File: config.mk
export PLATFORM = sky130hd
export DESIGN_NAME = iosad_decoder
export DESIGN_NICKNAME = d
export VERILOG_FILES = /design/src/iosad_pkg.sv /design/src/iosad_decoder.sv
export SDC_FILE = /design/constraint.sdc
export NUM_CORES = 1
export LEC_CHECK = 0
export BUFFER_PORTS_ARGS = -buffer_cell sky130_fd_sc_hd__buf_2
export CAP_MARGIN = 20
export CORE_MARGIN = 3
export CORE_UTILIZATION = 30
export DETAILED_ROUTE_END_ITERATION = 10
export SYNTH_ARGS = -nofsm -noshare
export SYNTH_HDL_FRONTEND = slang
export SYNTH_SLANG_ARGS = --single-unit
File: constraint.sdc
create_clock -name core_clk -period 6.77 [get_ports core_clk]
set_input_delay 1.0155 -clock core_clk [delete_from_list [all_inputs] [get_ports core_clk]]
set_output_delay 1.0155 -clock core_clk [all_outputs]
set_load 0.005 [all_outputs]
File: src/iosad_pkg.sv
// constants, register table and operation codes for the io space access decoder
package iosad_pkg;

  localparam int IOSAD_NREG = 48;

  // offset between direct io address and data-space address
  localparam logic [7:0] IOSAD_IO_OFFSET = 8'h20;
  localparam logic [7:0] IOSAD_IO_LAST = 8'h3f;
  localparam logic [7:0] IOSAD_BIT_LAST = 8'h1f;
  localparam logic [7:0] IOSAD_RESET_VAL = 8'h00;

  typedef enum logic [2:0] {
    io_in_op = 3'b000,
    io_out_op = 3'b001,
    direct_load_op = 3'b010,
    direct_store_op = 3'b011,
    set_single_bit_op = 3'b100,
    clear_single_bit_op = 3'b101,
    skip_if_bit_set_op = 3'b110,
    skip_if_bit_clear_op = 3'b111
  } iosad_op_t;

  typedef enum logic [1:0] {
    kind_pin = 2'b00,
    kind_rw = 2'b01,
    kind_w1c = 2'b10
  } iosad_kind_t;

  // table index of selected registers
  localparam int IDX_PORT_A_PIN = 0;
  localparam int IDX_PORT_A_DIR = 1;
  localparam int IDX_PORT_A_OUT = 2;
  localparam int IDX_PORT_B_PIN = 3;
  localparam int IDX_PORT_B_DIR = 4;
  localparam int IDX_PORT_B_OUT = 5;
  localparam int IDX_PORT_C_PIN = 6;
  localparam int IDX_PORT_C_DIR = 7;
  localparam int IDX_PORT_C_OUT = 8;
  localparam int IDX_PORT_D_PIN = 9;
  localparam int IDX_PORT_D_DIR = 10;
  localparam int IDX_PORT_D_OUT = 11;
  localparam int IDX_TIMER0_FLAGS = 12;
  localparam int IDX_TIMER1_FLAGS = 13;
  localparam int IDX_TIMER2_FLAGS = 14;
  localparam int IDX_PIN_CHANGE_FLAGS = 15;
  localparam int IDX_EXT_IRQ_FLAGS = 16;
  localparam int IDX_SCRATCH_0 = 18;

  // data-space address of each register, index 0 first
  localparam logic [7:0] IOSAD_REG_ADDR [IOSAD_NREG] = '{
    8'h20, 8'h21, 8'h22, 8'h23, 8'h24, 8'h25, 8'h26, 8'h27,
    8'h28, 8'h29, 8'h2a, 8'h2b, 8'h35, 8'h36, 8'h37, 8'h3b,
    8'h3c, 8'h3d, 8'h3e, 8'h3f, 8'h40, 8'h41, 8'h42, 8'h43,
    8'h44, 8'h45, 8'h46, 8'h47, 8'h48, 8'h4a, 8'h4b, 8'h4c,
    8'h4d, 8'h4e, 8'h50, 8'h51, 8'h53, 8'h54, 8'h55, 8'h57,
    8'h60, 8'h61, 8'h64, 8'h66, 8'h68, 8'h69, 8'h6b, 8'h6c};

  // implemented bit positions; the rest read zero and ignore writes
  localparam logic [7:0] IOSAD_REG_MASK [IOSAD_NREG] = '{
    8'hff, 8'hff, 8'hff, 8'hff, 8'hff, 8'hff, 8'hff, 8'hff,
    8'hff, 8'hff, 8'hff, 8'hff, 8'h07, 8'h27, 8'h07, 8'h0f,
    8'h07, 8'h07, 8'hff, 8'h3f, 8'hff, 8'hff, 8'h0f, 8'h83,
    8'hf3, 8'hcf, 8'hff, 8'hff, 8'hff, 8'hff, 8'hff, 8'hff,
    8'hc1, 8'hff, 8'hff, 8'hff, 8'h0f, 8'h1f, 8'h93, 8'hff,
    8'hff, 8'h8f, 8'hef, 8'hff, 8'h0f, 8'h3f, 8'hff, 8'hff};

  localparam iosad_kind_t IOSAD_REG_KIND [IOSAD_NREG] = '{
    kind_pin, kind_rw, kind_rw, kind_pin, kind_rw, kind_rw, kind_pin, kind_rw,
    kind_rw, kind_pin, kind_rw, kind_rw, kind_w1c, kind_w1c, kind_w1c, kind_w1c,
    kind_w1c, kind_rw, kind_rw, kind_rw, kind_rw, kind_rw, kind_rw, kind_rw,
    kind_rw, kind_rw, kind_rw, kind_rw, kind_rw, kind_rw, kind_rw, kind_rw,
    kind_rw, kind_rw, kind_rw, kind_rw, kind_rw, kind_rw, kind_rw, kind_rw,
    kind_rw, kind_rw, kind_rw, kind_rw, kind_rw, kind_rw, kind_rw, kind_rw};

endpackage : iosad_pkg

File: src/iosad_decoder.sv
// io space access decoder: register file behind the core's io and data-space accesses
`timescale 1ns/1ps

module iosad_decoder
  import iosad_pkg::*;
(
  input wire logic core_clk,
  input wire logic rst_n,
  input wire logic acc_valid,
  input wire iosad_op_t acc_op,
  input wire logic [7:0] acc_addr,
  input wire logic [7:0] acc_wdata,
  input wire logic [2:0] acc_bit,
  input wire logic [7:0] port_a_pins,
  input wire logic [7:0] port_b_pins,
  input wire logic [7:0] port_c_pins,
  input wire logic [7:0] port_d_pins,
  input wire logic [7:0] timer0_flag_set,
  input wire logic [7:0] timer1_flag_set,
  input wire logic [7:0] timer2_flag_set,
  input wire logic [7:0] pin_change_flag_set,
  input wire logic [7:0] external_irq_flag_set,
  output logic acc_done_r,
  output logic [7:0] acc_rdata_r,
  output logic acc_skip_r,
  output logic acc_fault_r,
  output logic [7:0] port_a_dir_r,
  output logic [7:0] port_a_out_r,
  output logic [7:0] port_b_dir_r,
  output logic [7:0] port_b_out_r,
  output logic [7:0] port_c_dir_r,
  output logic [7:0] port_c_out_r,
  output logic [7:0] port_d_dir_r,
  output logic [7:0] port_d_out_r
);

  typedef struct packed {
    logic [IOSAD_NREG-1:0][7:0] regs;
    logic done;
    logic [7:0] rdata;
    logic skip;
    logic fault;
  } iosad_state_t;

  iosad_state_t st_r;
  iosad_state_t st_nxt;

  logic [IOSAD_NREG-1:0][7:0] hw_set;
  logic [7:0] daddr;
  logic range_ok;
  logic hit;
  logic [5:0] idx;
  logic [7:0] cur_val;
  logic [7:0] bit_sel;
  logic [7:0] wr_val;
  logic is_write;

  // table search; a miss means an unused location
  function automatic logic [6:0] iosad_lookup(input logic [7:0] a);
    logic [6:0] res;
    res = 7'h00;
    for (int i = 0; i < IOSAD_NREG; i++) begin
      if (IOSAD_REG_ADDR[i] == a) begin
        res = {1'b1, 6'(i)};
      end
    end
    return res;
  endfunction : iosad_lookup

  // write effect on one register
  function automatic logic [7:0] iosad_apply(input int i, input logic [7:0] old, input logic [7:0] wd);
    logic [7:0] res;
    res = old;
    case (IOSAD_REG_KIND[i])
      kind_rw: res = wd & IOSAD_REG_MASK[i];
      kind_w1c: res = old & ~wd & IOSAD_REG_MASK[i];
      default: res = old;
    endcase
    return res;
  endfunction : iosad_apply

  always_comb begin
    hw_set = '0;
    hw_set[IDX_TIMER0_FLAGS] = timer0_flag_set;
    hw_set[IDX_TIMER1_FLAGS] = timer1_flag_set;
    hw_set[IDX_TIMER2_FLAGS] = timer2_flag_set;
    hw_set[IDX_PIN_CHANGE_FLAGS] = pin_change_flag_set;
    hw_set[IDX_EXT_IRQ_FLAGS] = external_irq_flag_set;
  end

  // address translation per operation
  always_comb begin
    daddr = acc_addr;
    range_ok = 1'b1;
    case (acc_op)
      io_in_op, io_out_op: begin
        range_ok = (acc_addr <= IOSAD_IO_LAST);
        daddr = acc_addr + IOSAD_IO_OFFSET;
      end
      set_single_bit_op, clear_single_bit_op, skip_if_bit_set_op, skip_if_bit_clear_op: begin
        range_ok = (acc_addr <= IOSAD_BIT_LAST);
        daddr = acc_addr + IOSAD_IO_OFFSET;
      end
      default: begin
        // loads and stores reach the whole map, extended region included
        range_ok = (acc_addr >= IOSAD_IO_OFFSET);
        daddr = acc_addr;
      end
    endcase
  end

  always_comb begin
    {hit, idx} = iosad_lookup(daddr);
    cur_val = hit ? (st_r.regs[idx] & IOSAD_REG_MASK[idx]) : 8'h00;
    bit_sel = 8'h01 << acc_bit;
    is_write = (acc_op == io_out_op) || (acc_op == direct_store_op) ||
               (acc_op == set_single_bit_op) || (acc_op == clear_single_bit_op);
    case (acc_op)
      // whole register written back, set flags go out as ones
      set_single_bit_op: wr_val = cur_val | bit_sel;
      clear_single_bit_op: wr_val = cur_val & ~bit_sel;
      default: wr_val = acc_wdata;
    endcase
  end

  always_comb begin
    st_nxt = st_r;
    st_nxt.done = acc_valid;
    st_nxt.skip = 1'b0;
    st_nxt.fault = 1'b0;
    st_nxt.rdata = 8'h00;
    if (acc_valid) begin
      if (!range_ok) begin
        st_nxt.fault = 1'b1;
      end else if (is_write) begin
        // writes to unused locations are dropped and flagged
        if (hit) begin
          st_nxt.regs[idx] = iosad_apply(int'(idx), st_r.regs[idx], wr_val);
        end else begin
          st_nxt.fault = 1'b1;
        end
      end else begin
        st_nxt.rdata = cur_val;
        // skip answer for the chosen bit
        if (acc_op == skip_if_bit_set_op) begin
          st_nxt.skip = cur_val[acc_bit];
        end else if (acc_op == skip_if_bit_clear_op) begin
          st_nxt.skip = !cur_val[acc_bit];
        end
      end
    end
    // hardware set comes last so it wins over a same-cycle clear
    for (int i = 0; i < IOSAD_NREG; i++) begin
      if (IOSAD_REG_KIND[i] == kind_w1c) begin
        st_nxt.regs[i] = st_nxt.regs[i] | (hw_set[i] & IOSAD_REG_MASK[i]);
      end
    end
    // pin readback is one cycle behind the pins
    st_nxt.regs[IDX_PORT_A_PIN] = port_a_pins;
    st_nxt.regs[IDX_PORT_B_PIN] = port_b_pins;
    st_nxt.regs[IDX_PORT_C_PIN] = port_c_pins;
    st_nxt.regs[IDX_PORT_D_PIN] = port_d_pins;
  end

  always_ff @(posedge core_clk) begin
    if (!rst_n) begin
      st_r.regs <= {IOSAD_NREG{IOSAD_RESET_VAL}};
      st_r.done <= 1'b0;
      st_r.rdata <= 8'h00;
      st_r.skip <= 1'b0;
      st_r.fault <= 1'b0;
    end else begin
      st_r <= st_nxt;
    end
  end

  assign acc_done_r = st_r.done;
  assign acc_rdata_r = st_r.rdata;
  assign acc_skip_r = st_r.skip;
  assign acc_fault_r = st_r.fault;
  assign port_a_dir_r = st_r.regs[IDX_PORT_A_DIR];
  assign port_a_out_r = st_r.regs[IDX_PORT_A_OUT];
  assign port_b_dir_r = st_r.regs[IDX_PORT_B_DIR];
  assign port_b_out_r = st_r.regs[IDX_PORT_B_OUT];
  assign port_c_dir_r = st_r.regs[IDX_PORT_C_DIR];
  assign port_c_out_r = st_r.regs[IDX_PORT_C_OUT];
  assign port_d_dir_r = st_r.regs[IDX_PORT_D_DIR];
  assign port_d_out_r = st_r.regs[IDX_PORT_D_OUT];

  logic bitop_req;
  assign bitop_req = acc_valid && acc_op[2];
endmodule : iosad_decoder

# --- After elaboration in Yosys (flattened, before gate mapping) ---
# Memory sizes are Yosys's and may differ from the RTL's.
# Cells that the tools add are included.
totals:
  mem_bits_ro: 1152
  mem_count: 3
  input_bits: 97
  reg_bits: 395
  output_inout_bits: 75
  wordCells: 230
classes:
  shifts: 1
  n_reduce_logical: 12
  eq_ne: 56
  magnitude_cmp: 8
  bitwise: 18
  add_sub_neg: 1
  muxes: 79
mem_list:
  columns: ["memory", "depth", "word_bits", "rd", "rd_ports_with_merged_regs", "write_ports", "line", "source"]
  rows:
  - ["(name not given)", 64, 8, 1, 0, 0, "iosad_decoder.sv:76", "kind_w1c: res = old & ~wd & IOSAD_REG_MASK[i];"]
  - ["(name not given)", 64, 8, 1, 0, 0, "iosad_decoder.sv:114", "cur_val = hit ? (st_r.regs[idx] & IOSAD_REG_MASK[idx]) : 8'h00;"]
  - ["(name not given)", 64, 2, 1, 0, 0, "iosad_decoder.sv:74", "case (IOSAD_REG_KIND[i])"]
op_table:
  columns: ["cell", "count"]
  rows:
  - ["two-way mux 136 bit", 4]
  - ["bitwise mux 384 bit", 1]
  - ["two-way mux 7 bit", 48]
  - ["equality test 7 x 8 -> 1 bit, first input constant", 28]
  - ["equality test 6 x 8 -> 1 bit, first input constant", 20]
  - ["two-way mux 8 bit", 12]
  - ["binary-select mux 8 bit (select 6 bit)", 1]
  - ["demux 8 bit (select 6 bit)", 1]
  - ["AND 8 bit", 5]
  - ["greater-or-equal comparator 32 x 7 -> 1 bit, second input constant", 1]
  - ["NOT 6 -> 32 bit", 1]
  - ["case mux 8 bit (2 select lines)", 2]
  - ["bitwise OR 8 x 3 -> 8 bit", 3]
  - ["NOT 8 bit", 2]
  - ["equality test 3 bit, second input constant", 4]
  - ["adder 8 x 6 -> 8 bit, second input constant", 1]
  - ["greater-or-equal comparator 8 x 6 -> 1 bit, second input constant", 1]
  - ["less-or-equal comparator 8 x 5 -> 1 bit, second input constant", 1]
  - ["less-or-equal comparator 8 x 6 -> 1 bit, second input constant", 1]
  - ["bitwise OR 8 x 4 -> 8 bit", 1]
  - ["bitwise OR 8 x 6 -> 8 bit", 1]
  - ["bitwise OR 8 bit", 1]
  - ["OR reduction 4 bit", 2]
  - ["<< shifter 1 x 3 -> 8 bit, first input constant", 1]
  - ["22 further kinds", 32]

# --- Longest topological paths before layout ---
depth:
  ltp_word: 74
  mapped_depth: 28
  mapped_depth_nobuf: 20

# --- Worst setup path after synthesis ---
# No wires, ideal clock.
synth_timing:
  path_type: "input-to-reg"
  start: "in acc_addr[5]"
  end: "reg st_r, in the netlist port_a_dir_r[7]"
  arrival_ns: 5.306
  setup_ns: 0.086
  stages: 26
  setup_slack_ns: 1.378
  n_path_buf: 8
  t_required_ns: 6.684
  path_cell_list: "ha_1 > nor2b_1 > mux2i_1 > o21a_2 > buf_4 > o22a_1 > nand2_1 > inv_2 > buf_2 > buf_2 > buf_2 > ha_1 > nor2_1 > a21oi_1 > o221ai_1 > a21oi_1 > ha_1 > clkbuf_1 > clkbuf_1 > o21ai_0 > a21oi_1 > o21bai_1 > o31a_1 > buf_2 > buf_2 > a211oi_1"
synth_between:
  elab_chain_cells: 67
  elab_cells_between_ends: 138
  classes_between: "add/sub (1); order compare (5); eq/ne (50); mux (68); bitwise (9); reduce/logical (2); memory (3)"
synth_rtl:
  columns: ["item", "line", "source"]
  rows:
  - ["start, declared", "iosad_decoder.sv:11", "input wire logic [7:0] acc_addr,"]
  - ["adder 8 x 6 -> 8 bit", "iosad_decoder.sv:98, iosad_decoder.sv:102", null]
  - ["two-way mux 8 bit", null, null]
  - ["equality test 6 x 8 -> 1 bit", "iosad_decoder.sv:63", "if (IOSAD_REG_ADDR[i] == a) begin"]
  - ["two-way mux 7 bit (47 in a row)", "iosad_decoder.sv:63", null]
  - ["NOT 6 -> 7 bit (implied by the code)", "iosad_decoder.sv:114", null]
  - ["memory read (64 x 8 bit)", null, null]
  - ["two-way mux 8 bit (implied by the code) (2 in a row)", "iosad_decoder.sv:114", null]
  - ["AND 8 bit", "iosad_decoder.sv:114", null]
  - ["[... 3 more ...]", null, null]
  - ["NOT 8 bit", "iosad_decoder.sv:76", null]
  - ["AND 8 bit (2 in a row)", "iosad_decoder.sv:76", null]
  - ["case mux 8 bit (2 select lines)", "iosad_decoder.sv:74", null]
  - ["two-way mux 8 bit", "iosad_decoder.sv:137", "if (hit) begin"]
  - ["two-way mux 8 bit", "iosad_decoder.sv:135", "end else if (is_write) begin"]
  - ["two-way mux 8 bit", "iosad_decoder.sv:133", "if (!range_ok) begin"]
  - ["two-way mux 8 bit", "iosad_decoder.sv:132", "if (acc_valid) begin"]
  - ["bitwise mux 384 bit", "iosad_decoder.sv:138", "st_nxt.regs[idx] = iosad_apply(int'(idx), st_r.regs[idx], wr_val);"]
  - ["end signal, assigned", "iosad_decoder.sv:173", "st_r <= st_nxt;"]
  - ["end, declared", "iosad_decoder.sv:45", "iosad_state_t st_r;"]
# Several ways; a longest one is shown, not always the timed one. The select of a mux whose other input is x is not followed.
# A chain may end at the register's enable or synchronous reset.

# --- Worst setup path in the final report ---
layout_timing:
  start: "in acc_op[2]"
  end: "reg st_r[261] (netlist bit)"
layout_between:
  elab_chain_cells: 68
  elab_cells_between_ends: 147
  classes_between: "order compare (2); eq/ne (56); mux (68); bitwise (9); reduce/logical (9); memory (3)"
layout_rtl:
  columns: ["item", "line", "source"]
  rows:
  - ["start, declared", "iosad_decoder.sv:10", "input wire iosad_op_t acc_op,"]
  - ["equality test 3 x 1 -> 1 bit (tied with other cells)", "iosad_decoder.sv:95, iosad_decoder.sv:116", null]
  - ["OR reduction 6 bit (no line)", null, null]
  - ["two-way mux 8 bit", null, null]
  - ["equality test 6 x 8 -> 1 bit", "iosad_decoder.sv:63", null]
  - ["two-way mux 7 bit (47 in a row)", "iosad_decoder.sv:63", null]
  - ["NOT 6 -> 7 bit (implied by the code)", "iosad_decoder.sv:114", null]
  - ["memory read (64 x 8 bit)", null, null]
  - ["two-way mux 8 bit (implied by the code) (2 in a row)", "iosad_decoder.sv:114", null]
  - ["[... 4 more ...]", null, null]
  - ["NOT 8 bit", "iosad_decoder.sv:76", null]
  - ["AND 8 bit (2 in a row)", "iosad_decoder.sv:76", null]
  - ["case mux 8 bit (2 select lines)", "iosad_decoder.sv:74", null]
  - ["two-way mux 8 bit", "iosad_decoder.sv:137", null]
  - ["two-way mux 8 bit", "iosad_decoder.sv:135", null]
  - ["two-way mux 8 bit", "iosad_decoder.sv:133", null]
  - ["two-way mux 8 bit", "iosad_decoder.sv:132", null]
  - ["bitwise mux 384 bit", "iosad_decoder.sv:138", null]
# Several ways; a longest one is shown, not always the timed one. The select of a mux whose other input is x is not followed.

==> results.cfg <==
[cts]
cts.sinks = 395
cts_buffers = 42
insertion_delay_ns = 0.59
htree_levels = 2
ctsHoldBuffers = 0
cts.reportedPaths.clkPinSlew_ns = 0.06
post-cts-setup-buffer-count = 0
cts-root-buf = clkbuf_16
cts_tree = done
cts_buffer_depth = 3
ctsResizeCount = 0

[synthesis]
yosysTopAreaCellShare_pct = 39.0
yosys.cell_count.top_type = dfxtp_1
synth_common_cells = 395 x dfxtp_1, 297 x nor2_1, 187 x a21oi_1
synthTopCellsByArea = dfxtp_1 39%, mux2i_1 6.9%, nor2_1 5.5%
synth.cell_area_um2 = 20300
synth_ff_type = dfxtp_1
synth.distinct_cells = 96
postSynthCellCount = 2416
synth_top_cell_by_area = dfxtp_1
synth-edff-count = 0
synth_warnings = 0
postSynth.asyncResetShare_pct = 0
syn_area_per_cell_um2 = 8.38
synth-seq-area-share_pct = 39.0
syn_nets = 2527
synth_seq_cells = 395

[worst_setup_path]
cp.required_ns = 7.20
crit_top_cell = mux2i_1
slowest_stage = a21oi_4
crit_chain = buf_2 -> nand2b_1 -> mux2i_1 -> o21a_2 -> nor4_4 -> a311oi_4 -> nand2_2 -> inv_2 -> buf_12 -> mux2i_1 -> a32o_1 -> o41ai_1 -> o21ai_1 -> o22ai_1 -> a21oi_4 -> buf_4 -> a211oi_1
ff2ff_path_depth = 11
worstSetupEndpointType = flip-flop
crit_type = in -> reg
cp_data_arrival_time_ns = 6.38
crit_fanout = 40
timing.rr.start = port_a_out_r[5]$_SDFFE_PN0P_
cp_top_family = compound AO/OA/AOI/OAI gates
critPathLaunchType = input port
r2r-end = port_c_dir_r[5]$_SDFFE_PN0P_
crit_path_max_incr_delay_ns = 0.82
r2r_slack_ns = 3.40
crit_buf_inv = 4

[die]
start_util_pct = 30.5
die_w_um = 266
fp-row-count = 94
ios = 172
core-area_um2 = 66300
die-height_um = 266
die_area_um2 = 70700

[sta]
final_hold_viol_count = 0
setup_tns_ns = 0
layout_min_cycle_time_ns = 5.95
setup_slack_ns = 0.815
worst_slew_pin_slew_ns = 1.20
fin_crit_sh_pct = 88.0
drv_slew = 0
fmax_ghz = 0.168
rsz0062_at_grt = no
fin_worst_skew_ns = 0.0102
setup_viol = 0
slew_headroom_pct = 19.1

[finish]
synthToLayoutAreaGrowth_pct = 12.1
fin_nets = 2479
layout-drive-gt1-share_pct = 17.8
fillers = 6947
stdcell_area_um2 = 22700

[min_path]
hold_depth = 2
holdPathEnd = st_r[342]$_SDFFE_PN0P_
hp-start = st_r[342]$_SDFFE_PN0P_
hold_path.class = reg -> reg

[routing]
postRouteAntennaNets = 0
wl_um = 76600
vias = 18600
routedWlPerCell_um = 23.4
routed_via_density = 5.69
first_pass_iters = 5
drt_iter0_markers = 1935
drc_errors = 0

[grt]
grt_pass1_vias = 17300
antenna_found_initial = 4
grt_pass1_wl_um = 114000
gr-total-overflow = 0
grt_max_degree = 141
grt_usage_pct = 20.9

[place]
numPortBuffers = 148
place_area_um2 = 21300
dp_worst_setup_slack_ns = 0.404
dp_hpwl_um = 52400
gp_congestion = 0.963

[pwr]
p_leak_nw = 8.35
ir_worst_vdd_mv = 0.155
power_density_nw_per_um2 = 269

[flow_run]
maxCapViolations = 0

[status]
status = finished clean
cells by family after synthesis:
logic type / share of synthesized area (%)
AO/OA/AOI/OAI: 25.8
AND/OR/NAND/NOR: 17.3
flip-flops: 39.0
buffers and inverters: 9.17
multiplexers: 7.65
adder cells (fa/ha/maj): 0.865
XOR/XNOR: 0.179
worst register-to-register path, delay by kind of cell, from the launching register on:
| family | cells | cell delay, ns |
|---|---|---|
| AO/OA/AOI/OAI | 6 | 1.14 |
| buffers and inverters | 2 | 0.47 |
| flip-flops | 1 | 0.37 |
| AND/OR/NAND/NOR | 3 | 1.31 |
per-stage QoR:
stage / instances / hold slack [ns] / power (mW) / utilization (%)
after floorplan: 2416 / 0.452 / 3.17 / -
after global placement: 3187 / 0.464 / 3.68 / 32.0
after detailed placement: 3188 / 0.478 / 3.68 / 32.1
after CTS: 3264 / 0.493 / 6.08 / 34.2
after global routing: 3265 / 0.514 / 6.25 / 34.2
final: 3267 / 0.493 / 6.10 / 34.2
state kept, by name, indices dropped and copies added, names as in the netlist:
name          count
st_r            320
acc_rdata_r       8
port_a_dir_r      8
port_a_out_r      8
port_b_dir_r      8
port_b_out_r      8
port_c_dir_r      8
port_c_out_r      8
port_d_dir_r      8
port_d_out_r      8
acc_done_r        1
acc_fault_r       1
acc_skip_r        1
cell usage in the layout (no fill, tap or decap), types with 9 or more instances in the layout:
cell / count
mux2i_1: 139
clkbuf_8: 12
nand2_1: 140
clkinv_2: 9
o221ai_1: 9
buf_2: 147
nor4_1: 15
clkbuf_16: 43
nor3_1: 37
a22oi_1: 11
a221oi_1: 13
nor2b_1: 12
dfxtp_1: 395
and2_1: 36
buf_12: 12
a2111oi_0: 12
and3_1: 66
a211oi_2: 45
a21oi_1: 186
inv_1: 14
a31oi_1: 16
ha_1: 14
a311oi_1: 9
o21ai_0: 176
mux2_2: 12
nand3_1: 58
nand4_1: 14
buf_4: 88
nand2b_1: 12
o211ai_1: 29
nor2_1: 296
a211oi_1: 132
o31ai_1: 18
power breakdown:
group / internal (mW) / total, mW / switching [mW]
sequential: 2.34 / 2.35 / 0.0105
clock: 1.42 / 2.42 / 1.01
combinational: 0.358 / 1.33 / 0.968
total: 4.12 / 6.10 / 1.98
worst max path at each step:
stage | from | endpoint | slack, ns | cells after the start
6_report | acc_op[2] | st_r[261]$_SDFFE_PN0P_ | 0.82 | 17
5_1_grt | acc_op[2] | st_r[309]$_SDFFE_PN0P_ | 0.69 | 18
4_1_cts | acc_op[2] | st_r[293]$_SDFFE_PN0P_ | 1.01 | 17
3_5_place_dp | acc_addr[5] | st_r[261]$_SDFFE_PN0P_ | 0.40 | 18
3_3_place_gp | acc_op[2] | st_r[388]$_SDFFE_PN0P_ | 0.38 | 16
2_1_floorplan | acc_addr[5] | port_a_dir_r[7]$_SDFFE_PN0P_ | 1.38 | 26
cell type report:
| cell class | instances | area, um^2 | area share, % |
|---|---|---|---|
| repair buffers | 248 | 1650 | 7.27 |
| clock inverters | 14 | 164 | 0.722 |
| diodes | 3 | 7.51 | 0.0331 |
| inverters | 18 | 77.6 | 0.342 |
| multi-input cells | 1663 | 10500 | 46.5 |
| well taps | 864 | 1080 | 4.76 |
| clock buffers | 62 | 1270 | 5.58 |
| flip-flops and latches | 395 | 7910 | 34.8 |
routing by layer:
layer	GRT usage, %	routed length, um
met5	0	27
met4	8.34	3170
met3	4.24	7040
met1	29.7	33800
met2	31.0	32600
Note: power is estimated with default switching activity, not from simulation.
